==> src/design/shaft_monitor_pkg.sv <==
// Purpose: Shared constants and carriers for the shaft speed monitor
// Assumes: 125 MHz core clock, 16-bit signed sensor samples
// Notes:   Counts derive from times and frequencies below
package shaft_monitor_pkg;

  // Clock and timing figures
  localparam int CLK_HZ        = 125_000_000;
  localparam int MAX_PULSE_HZ  = 20_000;
  localparam int DIR_MAX_HZ    = 166;
  localparam int STANDSTILL_MS = 1000;
  localparam int SECS_PER_MIN  = 60;

  // Shortest accepted pulse period (rounded up)
  localparam int MIN_PERIOD_CYC =
    (CLK_HZ + MAX_PULSE_HZ - 1) / MAX_PULSE_HZ;
  // Period at the direction-freeze frequency (rounded down)
  localparam int DIR_PERIOD_CYC = CLK_HZ / DIR_MAX_HZ;
  // Time without pulses before speed reads zero
  localparam int STANDSTILL_CYC = (CLK_HZ / 1000) * STANDSTILL_MS;

  // Widths
  localparam int SAMPLE_W = 16;
  localparam int SPEED_W  = 16;
  localparam int TEETH_W  = 16;
  localparam int TIME_W   = 32;
  localparam int DIV_W    = 48;
  localparam int NUM_CH   = 3;

  // Scale factors for the two divisions
  localparam longint RPM_SCALE = longint'(CLK_HZ) * SECS_PER_MIN;
  localparam logic [DIV_W-1:0] RPM_NUMER = DIV_W'(RPM_SCALE);
  localparam logic [DIV_W-1:0] CLK_NUMER = DIV_W'(CLK_HZ);
  localparam logic [SPEED_W-1:0] SPEED_MAX = 16'hffff;

  // Static configuration
  typedef struct packed {
    logic signed [SAMPLE_W-1:0] upper_switch_threshold;
    logic signed [SAMPLE_W-1:0] lower_switch_threshold;
    logic [TEETH_W-1:0]         wheel_tooth_count;
    logic                       normal_direction_select;
    logic                       variable_reluctance_pickup;
    logic                       gear_wheel_mode;
    logic [SPEED_W-1:0]         accel_limit;
    logic [1:0]                 channel_index;
  } cfg_t;

  // Measurement results
  typedef struct packed {
    logic [SPEED_W-1:0] speed_rpm;
    logic [SPEED_W-1:0] accel_rpm_s;
    logic               accel_negative;
    logic               accel_over_limit;
    logic               direction_valid;
    logic               direction_normal;
    logic               direction_frozen;
  } meas_t;

endpackage

==> src/design/ratio_divider.sv <==
// Purpose: Unsigned restoring divider, one quotient bit per cycle
// Assumes: start only while idle; denominator nonzero
// Notes:   Quotient held in a register until the next start
`timescale 1ns/1ps
module ratio_divider (
  input  wire logic                                 core_clk,
  input  wire logic                                 rst_n,
  input  wire logic                                 start,
  input  wire logic [shaft_monitor_pkg::DIV_W-1:0]  numer,
  input  wire logic [shaft_monitor_pkg::DIV_W-1:0]  denom,
  output logic                                      busy,
  output logic                                      done,
  output logic [shaft_monitor_pkg::DIV_W-1:0]       quotient
);
  import shaft_monitor_pkg::*;

  logic [DIV_W:0]   rem;
  logic [DIV_W-1:0] dividend;
  logic [DIV_W-1:0] divisor;
  logic [5:0]       bits_left;
  logic [DIV_W:0]   next_rem;

  // Shift in the next dividend bit
  always_comb begin
    next_rem = {rem[DIV_W-1:0], dividend[DIV_W-1]};
  end

  // Iteration
  always_ff @(posedge core_clk or negedge rst_n) begin
    if (!rst_n) begin
      rem       <= '0;
      dividend  <= '0;
      divisor   <= '0;
      quotient  <= '0;
      bits_left <= '0;
      busy      <= 1'b0;
      done      <= 1'b0;
    end else begin
      done <= 1'b0;
      if (start && !busy) begin
        rem       <= '0;
        dividend  <= numer;
        divisor   <= denom;
        quotient  <= '0;
        bits_left <= 6'(DIV_W);
        busy      <= 1'b1;
      end else if (busy) begin
        dividend <= {dividend[DIV_W-2:0], 1'b0};
        if (next_rem >= {1'b0, divisor}) begin
          rem      <= next_rem - {1'b0, divisor};
          quotient <= {quotient[DIV_W-2:0], 1'b1};
        end else begin
          rem      <= next_rem;
          quotient <= {quotient[DIV_W-2:0], 1'b0};
        end
        bits_left <= bits_left - 6'd1;
        if (bits_left == 6'd1) begin
          busy <= 1'b0;
          done <= 1'b1;
        end
      end
    end
  end

endmodule

==> src/design/shaft_speed_direction_monitor.sv <==
// Purpose: Speed, acceleration and direction from a toothed wheel
// Assumes: Samples on core_clk; peer pulses and health are async pins
// Notes:   Trip output high means relay energised (healthy, no trip)
//
// Notes on behaviour
// - Hysteresis thresholds turn samples into pulses
// - One pulse per tooth passing
// - Speed rpm from tooth count and period
// - Speed saturates at 16 bits
// - Pulses faster than 20 kHz ignored
// - Direction evaluated only below 166 Hz
// - Direction frozen at 166 Hz and above
// - Direction from edge shift against partner
// - Partner is next channel, cyclic A-B-C
// - Failed partner replaced by third channel
// - Reverse rotation releases the trip outside gear mode
// - Gear mode needs all three channels healthy
// - Preferred direction setting inverts normal sense
// - No direction detection with reluctance pickup
// - Acceleration is speed change per second
// - Acceleration compared against configured limit
// - Channel unhealthy forces trip de-energised
`timescale 1ns/1ps
module shaft_speed_direction_monitor #(
  parameter int DIR_PERIOD    = shaft_monitor_pkg::DIR_PERIOD_CYC,
  parameter int STANDSTILL    = shaft_monitor_pkg::STANDSTILL_CYC
) (
  input  wire logic                                     core_clk,
  input  wire logic                                     rst_n,
  input  wire logic                                     sample_valid,
  input  wire logic signed [shaft_monitor_pkg::SAMPLE_W-1:0] sample,
  input  wire shaft_monitor_pkg::cfg_t                  cfg,
  input  wire logic [shaft_monitor_pkg::NUM_CH-1:0]     peer_pulse,
  input  wire logic [shaft_monitor_pkg::NUM_CH-1:0]     peer_ok,
  input  wire logic                                     channel_ok,
  output logic                                          pulse_out,
  output shaft_monitor_pkg::meas_t                      meas,
  output logic                                          trip_energised
);
  import shaft_monitor_pkg::*;

  typedef enum logic [1:0] {
    ST_IDLE,
    ST_SPEED,
    ST_ACCEL
  } calc_state_t;

  // Next channel in the cyclic order
  function automatic logic [1:0] next_chan(input logic [1:0] ch);
    next_chan = (ch == 2'd2) ? 2'd0 : ch + 2'd1;
  endfunction

  // Clamp a wide result to the speed width
  function automatic logic [SPEED_W-1:0] sat16(
    input logic [DIV_W-1:0] v
  );
    sat16 = (v > DIV_W'(SPEED_MAX)) ? SPEED_MAX : v[SPEED_W-1:0];
  endfunction

  localparam logic [TIME_W-1:0] MIN_PERIOD = TIME_W'(MIN_PERIOD_CYC);
  localparam logic [TIME_W-1:0] DIR_LIMIT  = TIME_W'(DIR_PERIOD);
  localparam logic [TIME_W-1:0] STILL_LIM  = TIME_W'(STANDSTILL);

  logic                    level;
  logic                    level_prev;
  logic [TIME_W-1:0]       now_cnt;
  logic [TIME_W-1:0]       last_edge;
  logic [TIME_W-1:0]       period;
  logic                    have_edge;
  logic                    have_period;
  logic [TIME_W-1:0]       since_edge;
  logic                    own_rise;
  logic                    standstill;
  logic                    slow;
  logic [NUM_CH-1:0]       peer_meta;
  logic [NUM_CH-1:0]       peer_sync;
  logic [NUM_CH-1:0]       peer_prev;
  logic [NUM_CH-1:0]       ok_meta;
  logic [NUM_CH-1:0]       ok_sync;
  logic                    own_ok_meta;
  logic                    own_ok;
  logic [TIME_W-1:0]       peer_edge [NUM_CH];
  logic [NUM_CH-1:0]       peer_seen;
  logic [1:0]              partner;
  logic [1:0]              third;
  logic                    use_third;
  logic [1:0]              src;
  logic [TIME_W-1:0]       new_period;
  logic [TIME_W-1:0]       shift;
  logic                    dir_enable;
  logic                    fwd_raw;
  calc_state_t             state;
  logic                    div_start;
  logic [DIV_W-1:0]        div_numer;
  logic [DIV_W-1:0]        div_denom;
  logic                    div_busy;
  logic                    div_done;
  logic [DIV_W-1:0]        div_quot;
  logic [TIME_W-1:0]       calc_period;
  logic [SPEED_W-1:0]      speed_prev;
  logic [SPEED_W-1:0]      speed_new;
  logic [SPEED_W-1:0]      speed_diff;
  logic                    diff_neg;

  // Two-flop synchronisers for peer pins and own health
  always_ff @(posedge core_clk or negedge rst_n) begin
    if (!rst_n) begin
      peer_meta   <= '0;
      peer_sync   <= '0;
      ok_meta     <= '0;
      ok_sync     <= '0;
      own_ok_meta <= 1'b0;
      own_ok      <= 1'b0;
    end else begin
      peer_meta   <= peer_pulse;
      peer_sync   <= peer_meta;
      ok_meta     <= peer_ok;
      ok_sync     <= ok_meta;
      own_ok_meta <= channel_ok;
      own_ok      <= own_ok_meta;
    end
  end

  // Hysteresis switching on the sampled sensor signal
  always_ff @(posedge core_clk or negedge rst_n) begin
    if (!rst_n) begin
      level      <= 1'b0;
      level_prev <= 1'b0;
    end else begin
      level_prev <= level;
      if (sample_valid && sample > cfg.upper_switch_threshold) begin
        level <= 1'b1;
      end else if (sample_valid &&
                   sample < cfg.lower_switch_threshold) begin
        level <= 1'b0;
      end
    end
  end

  // Free-running time base
  always_ff @(posedge core_clk or negedge rst_n) begin
    if (!rst_n) begin
      now_cnt <= '0;
    end else begin
      now_cnt <= now_cnt + 1'b1;
    end
  end

  // Qualified rising edge: one per tooth, too-fast edges dropped
  always_comb begin
    since_edge = now_cnt - last_edge;
    own_rise   = level && !level_prev &&
                 (!have_edge || since_edge >= MIN_PERIOD);
    new_period = since_edge;
    standstill = have_edge && since_edge > STILL_LIM;
    slow       = !have_period || standstill ||
                 period > DIR_LIMIT;
  end

  // Edge time latch and period
  always_ff @(posedge core_clk or negedge rst_n) begin
    if (!rst_n) begin
      last_edge   <= '0;
      period      <= '0;
      have_edge   <= 1'b0;
      have_period <= 1'b0;
      pulse_out   <= 1'b0;
    end else begin
      pulse_out <= level;
      if (own_rise) begin
        last_edge <= now_cnt;
        have_edge <= 1'b1;
        if (have_edge && !standstill) begin
          period      <= new_period;
          have_period <= 1'b1;
        end else begin
          have_period <= 1'b0;
        end
      end else if (standstill) begin
        have_period <= 1'b0;
      end
    end
  end

  // Peer edge times
  always_ff @(posedge core_clk or negedge rst_n) begin
    if (!rst_n) begin
      peer_prev <= '0;
      peer_seen <= '0;
      for (int i = 0; i < NUM_CH; i++) begin
        peer_edge[i] <= '0;
      end
    end else begin
      peer_prev <= peer_sync;
      for (int i = 0; i < NUM_CH; i++) begin
        if (peer_sync[i] && !peer_prev[i]) begin
          peer_edge[i] <= now_cnt;
          peer_seen[i] <= 1'b1;
        end
      end
    end
  end

  // Partner choice and phase decision
  always_comb begin
    partner   = next_chan(cfg.channel_index);
    third     = next_chan(partner);
    use_third = !ok_sync[partner] && ok_sync[third];
    src       = use_third ? third : partner;
    shift     = now_cnt - peer_edge[src];
    // Partner lags in the normal order; the third channel leads
    fwd_raw   = (shift >= (new_period >> 1)) ^ use_third;
    dir_enable = own_rise && have_edge && !standstill &&
                 peer_seen[src] && ok_sync[src] &&
                 shift < new_period &&
                 !cfg.variable_reluctance_pickup &&
                 (new_period > DIR_LIMIT) &&
                 (!cfg.gear_wheel_mode || (&ok_sync)) &&
                 own_ok;
  end

  // Direction result, held once the wheel runs fast
  always_ff @(posedge core_clk or negedge rst_n) begin
    if (!rst_n) begin
      meas.direction_valid  <= 1'b0;
      meas.direction_normal <= 1'b1;
      meas.direction_frozen <= 1'b0;
    end else begin
      if (own_rise && have_edge && !standstill) begin
        meas.direction_frozen <= (new_period <= DIR_LIMIT);
      end else begin
        meas.direction_frozen <= !slow;
      end
      if (cfg.variable_reluctance_pickup) begin
        meas.direction_valid <= 1'b0;
      end else if (cfg.gear_wheel_mode && !(&ok_sync)) begin
        meas.direction_valid <= 1'b0;
      end else if (dir_enable) begin
        meas.direction_valid  <= 1'b1;
        meas.direction_normal <=
          fwd_raw ^ cfg.normal_direction_select;
      end
    end
  end

  // Trip relay drive
  always_ff @(posedge core_clk or negedge rst_n) begin
    if (!rst_n) begin
      trip_energised <= 1'b0;
    end else if (!own_ok) begin
      trip_energised <= 1'b0;
    end else begin
      trip_energised <= !(meas.direction_valid &&
                          !meas.direction_normal &&
                          !cfg.gear_wheel_mode);
    end
  end

  // Division operands per calculation step
  always_comb begin
    speed_new  = sat16(div_quot);
    diff_neg   = speed_new < speed_prev;
    speed_diff = diff_neg ? speed_prev - speed_new
                          : speed_new - speed_prev;
    div_start  = 1'b0;
    div_numer  = RPM_NUMER;
    div_denom  = DIV_W'(cfg.wheel_tooth_count) * DIV_W'(calc_period);
    case (state)
      ST_IDLE: begin
        div_start = own_rise && have_edge && !standstill &&
                    !div_busy && cfg.wheel_tooth_count != '0;
        div_denom = DIV_W'(cfg.wheel_tooth_count) *
                    DIV_W'(new_period);
      end
      ST_SPEED: begin
        div_start = div_done;
        div_numer = DIV_W'(speed_diff) * CLK_NUMER;
        div_denom = DIV_W'(calc_period);
      end
      default: begin
        div_start = 1'b0;
      end
    endcase
  end

  // Calculation sequencer: speed first, then acceleration
  always_ff @(posedge core_clk or negedge rst_n) begin
    if (!rst_n) begin
      state       <= ST_IDLE;
      calc_period <= '0;
      speed_prev  <= '0;
    end else begin
      case (state)
        ST_IDLE: begin
          if (div_start) begin
            calc_period <= new_period;
            state       <= ST_SPEED;
          end else if (standstill) begin
            speed_prev <= '0;
          end
        end
        ST_SPEED: begin
          if (div_done) begin
            state <= ST_ACCEL;
          end
        end
        ST_ACCEL: begin
          if (div_done) begin
            speed_prev <= sat16(DIV_W'(meas.speed_rpm));
            state      <= ST_IDLE;
          end
        end
        default: begin
          state <= ST_IDLE;
        end
      endcase
    end
  end

  // Published speed and acceleration
  always_ff @(posedge core_clk or negedge rst_n) begin
    if (!rst_n) begin
      meas.speed_rpm        <= '0;
      meas.accel_rpm_s      <= '0;
      meas.accel_negative   <= 1'b0;
      meas.accel_over_limit <= 1'b0;
    end else begin
      if (state == ST_SPEED && div_done) begin
        meas.speed_rpm      <= speed_new;
        meas.accel_negative <= diff_neg;
      end else if (state == ST_IDLE && standstill) begin
        meas.speed_rpm <= '0;
      end
      if (state == ST_ACCEL && div_done) begin
        meas.accel_rpm_s <= sat16(div_quot);
        meas.accel_over_limit <=
          sat16(div_quot) > cfg.accel_limit;
      end else if (state == ST_IDLE && standstill) begin
        meas.accel_rpm_s      <= '0;
        meas.accel_over_limit <= 1'b0;
      end
    end
  end

  ratio_divider u_div (
    .core_clk (core_clk),
    .rst_n    (rst_n),
    .start    (div_start),
    .numer    (div_numer),
    .denom    (div_denom),
    .busy     (div_busy),
    .done     (div_done),
    .quotient (div_quot)
  );

endmodule

==> config.mk <==
export PLATFORM = sky130hd
export DESIGN_NAME = shaft_speed_direction_monitor
export DESIGN_NICKNAME = d
export VERILOG_FILES = /design/src/design/shaft_monitor_pkg.sv /design/src/design/ratio_divider.sv /design/src/design/shaft_speed_direction_monitor.sv
export SDC_FILE = /design/constraint.sdc
export NUM_CORES = 2
export LEC_CHECK = 0
export BUFFER_PORTS_ARGS = -buffer_cell sky130_fd_sc_hd__buf_2
export CORE_MARGIN = 3
export CORE_UTILIZATION = 47
export CTS_BUF_LIST = sky130_fd_sc_hd__clkbuf_4
export DETAILED_ROUTE_END_ITERATION = 10
export RECOVER_POWER = 25
export SLEW_MARGIN = 0
export SYNTH_ARGS = -nofsm -noshare
export SYNTH_HDL_FRONTEND = slang
export SYNTH_HIERARCHICAL = 1
export SYNTH_SLANG_ARGS = --single-unit
==> constraint.sdc <==
create_clock -name core_clk -period 15.8 [get_ports core_clk]
set_input_delay 1.58 -clock core_clk [delete_from_list [all_inputs] [get_ports core_clk]]
set_output_delay 1.58 -clock core_clk [all_outputs]
set_load 0.05 [all_outputs]
Yosys cells after proc, flatten, opt, wreduce, memory -nomap -nowiden

Index checks and enable logic that the tools add are counted.

Bits in registers: 504
Output and inout bits: 39

Multiply operators: 3
Eq/ne operators: 10
Bitwise logic cells: 5
Reduce and logical (&&, ||, !) cells: 62
Order comparisons: 17
Add/sub/neg operators: 9
Multiplexer cells: 58

Operators with widths:

| kind                   | count |
|---|---|
| $mux 48                | 7 |
| $mux 16                | 8 |
| $mul 16x32->48         | 2 |
| $pmux 48 s2            | 1 |
| $bmux 32 s2            | 1 |
| $gt 32x20->1 const B   | 2 |
| $mux 32                | 2 |
| $sub 32x32->32         | 2 |
| $ge 49x48->1           | 1 |
| $gt 48x16->1 const B   | 1 |
| $sub 48x48->48         | 1 |
| $mux 43                | 1 |
| $mul 16x21->37 const B | 1 |
| $add 32x1->32 const B  | 1 |
| $ge 32x13->1 const B   | 1 |
| $ge 32x31->1           | 1 |
| $gt 16x16->1           | 2 |
| $gt 32x27->1 const B   | 1 |
| $le 32x20->1 const B   | 1 |
| $lt 16x16->1           | 2 |
| $lt 32x32->1           | 1 |
| $pmux 16 s2            | 1 |
| $sub 16x16->16         | 2 |
| $logic_and 1x1->1      | 28 |
| other kinds (27)       | 93 |

Depth between registers and ports, before layout

Depth after elaboration: 22
Mapped depth: 48

Modules after synthesis

The synthesis kept the hierarchy.

Modules (own cells, without submodules):

| module                        | area each (um^2) | instances | cells each |
|---|---|---|---|
| shaft_speed_direction_monitor | 58692.5          | 1         | 6481 |
| ratio_divider                 | 11609.9          | 1         | 1313 |

Worst setup path before layout

Ideal clock, no wire load.

Path type: register to register
Start: register u_div/quotient[21] (netlist bit)
End: register u_div.dividend[39]
Slack: 4.702 ns
Library setup time: 0.134 ns
Cell stages (with the launch flop): 46
Arrival time: 10.964 ns
Required time: 15.666 ns
Period minus slack after synthesis: 11.098 ns
Cells stage by stage: dfrtp_1 -> nor4_1 -> nand2_1 -> or4_1 -> clkbuf_1 -> clkbuf_1 -> buf_1 -> nor2_1 -> inv_1 -> ha_1 -> clkbuf_1 -> o21ai_0 -> a21boi_0 -> o21ai_0 -> nand2b_1 -> a211o_1 -> a31o_2 -> a221oi_1 -> [... 10 more ...] -> inv_1 -> fa_1 -> inv_1 -> ha_1 -> a21o_1 -> a21o_1 -> a21o_1 -> a2111oi_0 -> o21bai_1 -> or4_1 -> nor4b_1 -> o31a_1 -> or2_2 -> a221o_1 -> xnor2_1 -> nor2_1 -> mux2i_1 -> o21ai_0

Word-level cells in the longest chain between the ends: 7

RTL lines:

| what                                         | line                                 | source |
|---|---|---|
| start: declaration                           | ratio_divider.sv:13                  | `output logic [shaft_monitor_pkg::DIV_W-1:0] quotient` |
| start signal: assignment                     | ratio_divider.sv:51                  | `quotient <= {quotient[DIV_W-2:0], 1'b1};` |
| start signal: assignment                     | ratio_divider.sv:54                  | `quotient <= {quotient[DIV_W-2:0], 1'b0};` |
| $gt 48x16->1 *                               | shaft_speed_direction_monitor.sv:57  | `sat16 = (v > DIV_W'(SPEED_MAX)) ? SPEED_MAX : v[SPEED_W-1:0];` |
| $mux 16 *                                    | shaft_speed_direction_monitor.sv:57  |  |
| $sub 16x16->16, or another cell as far along | shaft_speed_direction_monitor.sv:264 | `: speed_new - speed_prev;` |
| $mux 16 *                                    | shaft_speed_direction_monitor.sv:263 | `speed_diff = diff_neg ? speed_prev - speed_new` |
| $mul 16x21->37 *                             | shaft_speed_direction_monitor.sv:277 | `div_numer = DIV_W'(speed_diff) * CLK_NUMER;` |
| $mux 43 *                                    | shaft_speed_direction_monitor.sv:268 | `case (state)` |
| net div_numer[39]                            | shaft_speed_direction_monitor.sv:94  | `logic [DIV_W-1:0] div_numer;` |
| $mux 48 *                                    | ratio_divider.sv:40                  | `if (start && !busy) begin` |
| end signal: assignment                       | ratio_divider.sv:42                  | `dividend <= numer;` |
| end signal: assignment                       | ratio_divider.sv:48                  | `dividend <= {dividend[DIV_W-2:0], 1'b0};` |
| end: declaration                             | ratio_divider.sv:18                  | `logic [DIV_W-1:0] dividend;` |

The timed path passes the listed nets; every way through them passes the cells marked *.
A chain may end at the register's enable or synchronous reset.

Worst setup path in the final report

Start: register u_div/quotient[28] (netlist bit)
End: register u_div.dividend[39]

Same word-level chain as after synthesis.

==> results.yml <==
run_status:
  outcome: "finished, violations left"
  violations: "capacitance limit, slew limit"
final_layout:
  fin_cells: 9827
  syn_to_final_growth_pct: 6.113
  drive_gt1_frac: 0.09286
  finish.net_count: 9464
synthesis:
  ys_ff_latch: 504
  synthCells: 7794
  ys.flop_type: "dfrtp_1"
  synth_top_area_cell: "fa_1"
  synth-edff-count: 0
  ys_types: 111
  synth_top_area_frac: 0.2768
  syn_area_per_cell_um2: 9.020
  synth_area_leaders: "fa_1 (28%), dfrtp_1 (18%), ha_1 (11%)"
  yosysWarnings: 6
  synthArstFlopShare: 1.000
  syn_area_um2: 70300
  ys_seq_area_frac: 0.1794
cts:
  cts_made_buffers: 155
  cts.repair.resized: 0
  clk_latency_ns: 1.21
  cts.sinks: 504
  clk_pin_slew_ns: 0.06
  cts_root_buf: "clkbuf_4"
  cts_tree: "done"
  cts_max_level: 4
  cts_buffer_depth: 3
  cts_hold_buf: 0
  cts_setup_buffers: 0
global_route:
  antenna_found_initial: 3
  grt_max_degree: 128
  gr-total-overflow: 0
  grt_pass1_vias: 55110
  grt_pass1_wl_um: 308100
  track_usage: 0.2533
critical_path:
  worst_setup_path_end_kind: "register"
  arrival_ns: 13.31
  path_max_fanout: 23
  max_stage_delay_ns: 0.60
  path_class: "register to register"
  rr_worst_depth: 44
  cp.required_ns: 16.78
  start_kind: "register"
  slowest_stage: "xor2_1"
min_path:
  hp-class: "register to register"
  hold_depth: 0
place:
  post-place-ws_ns: 3.447
  gp_congestion: 0.8859
  numPortBuffers: 133
  place_inst: 9547
  hpwl_um: 147400
floorplan:
  die_area_um2: 154300
  die_w_um: 392.8
  die_y_um: 392.8
  rows: 141
  boundaryPins: 134
  initial_core_util: 0.4744
  core_um2: 148200
route:
  wl_per_cell_um: 19.39
  drc: 0
  drt-initial-drc-count: 3587
  dr.pass1.iters: 6
  drt-vias-per-instance: 5.505
  drtAntennaViolNets: 0
  dr_total_vias: 54100
  drt_wl_total_um: 190600
timing:
  fin_crit_sh: 0.7806
  worst_slack_ns: 3.466
  slew_headroom: -2.880
  rsz0062_at_grt: "no"
  final.setup.tns_ns: 0
  slew_viol_final: 323
  fin_skew_ns: 0.1094
  hold_viol: 0
  setup_viol: 0
  period_needed_ns: 12.33
  worst_slew_pin_slew_ns: 5.820
  hold_slack_ns: 0.3429
  fmax_mhz: 81.08
run:
  cap_violations: 6
==> registers in the layout, summed over array words and instances (netlist names), 2 cells and up <==
signal           count
peer_meta            3
calc_period         32
speed_prev          16
last_edge           32
peer_seen            3
ok_meta              3
peer_edge           96
u_div/divisor       48
state                2
peer_prev            3
u_div/quotient      48
ok_sync              3
now_cnt             32
u_div/rem           48
meas                37
u_div/dividend      48
u_div/bits_left      6
period              32
peer_sync            3
==> critical path, delay by kind of cell (launching register included) <==
kind                       cells  cell delay (ns)
xor gates and xnor gates       2             0.74
buffers and inverters          6             0.68
DFF                            1             0.39
adders and majority gates      8             3.49
and+or+nand+nor               11             3.10
AOI/OAI and AO/OA             16             3.64
muxes                          1             0.12
==> stage by stage <==
step / utilization / area (um2)
floorplan: - / 70340
CTS: 0.5034 / 74600
finish: 0.5034 / 74600
global route: 0.5034 / 74600
detailed placement: 0.4904 / 72680
global placement: 0.4904 / 72680
==> cells by family after synthesis <==
kind of cell	synth area share
multiplexers	0.04933
AO/OA/AOI/OAI	0.1167
AND/OR/NAND/NOR	0.1421
XOR/XNOR	0.03310
other	0.00005334
flip-flops	0.1794
adder cells (fa/ha/maj)	0.3881
buffers and inverters	0.09128
==> Yosys cell counts, drive strengths merged (17+ instances only) <==
library cell,count
buf,76
nand3,73
o31ai,17
a31oi,42
a21oi,373
ha,623
dfrtp,503
and3,38
xnor2,172
o21a,32
nor4,28
nor2,241
nor2b,70
nand2b,60
a21o,149
fa,972
o21bai,34
mux2,170
a211oi,55
a22o,43
nor3,61
and2,279
mux2i,147
xor2,92
o2bb2ai,20
nand4,52
clkbuf,342
a31o,17
inv,1246
or3,17
nand2,1173
o21ai,350
==> final timing paths <==
kind	startpoint	slack, ns	end
worst min register to register	ok_meta[2]	0.34	ok_sync[2]
worst min-delay path	ok_meta[2]	0.34	ok_sync[2]
min in group asynchronous	rst_n	2.53	u_div/dividend[12]
worst max-delay path	u_div/quotient[28]	3.47	u_div/dividend[39]
max in group asynchronous	rst_n	7.31	peer_edge[30]
worst max register to register	u_div/quotient[28]	3.47	u_div/dividend[39]
==> layout by cell type (no fill, tap or decap), types with 17 or more instances in the layout <==
cell | Yosys | routed
nand2b_1 | 60 | 60
a31oi_1 | 41 | 40
xor2_1 | 91 | 83
inv_1 | 1246 | 1245
fa_1 | 972 | 972
a22o_1 | 43 | 43
o2bb2ai_1 | 20 | 20
mux2_4 | 22 | 22
dfrtp_1 | 503 | 501
nor2_1 | 239 | 236
a21o_1 | 149 | 148
buf_2 | 37 | 132
mux2_2 | 148 | 148
o21ai_0 | 334 | 334
buf_4 | 3 | 95
ha_1 | 623 | 623
and2_1 | 279 | 279
nand2_1 | 1170 | 1170
a211oi_1 | 49 | 49
nand4_1 | 51 | 51
nor2b_1 | 70 | 70
nor3_1 | 61 | 59
mux2i_1 | 147 | 147
clkinv_1 | 0 | 30
o21bai_1 | 34 | 34
or3_1 | 17 | 17
clkbuf_4 | 0 | 209
nand3_1 | 73 | 73
xnor2_1 | 171 | 159
and3_1 | 38 | 37
o21a_1 | 32 | 32
a21oi_1 | 369 | 367
nor4_1 | 27 | 27
==> area by class of cell <==
cell class	count	area, um2
clock buffers	209	1569
multi-input cells	5636	51540
clock inverters	57	346.6
repair buffers	231	1405
fillers	14200	73590
well taps	1930	2415
diodes	14	35.03
inverters	1246	4677
flip-flops and latches	504	12620
==> metal layers <==
layer / up-vias / routed length (um) / GRT usage
li1: 25090 / - / -
met1: 27270 / 90260 / 0.3726
met2: 1451 / 82700 / 0.3773
met3: 285 / 11760 / 0.04671
met4: 0 / 5853 / 0.07918
met5: - / 0 / 0
Power is not shown: default switching activity piles up to over one toggle a cycle in this logic, so the estimate is an artifact.
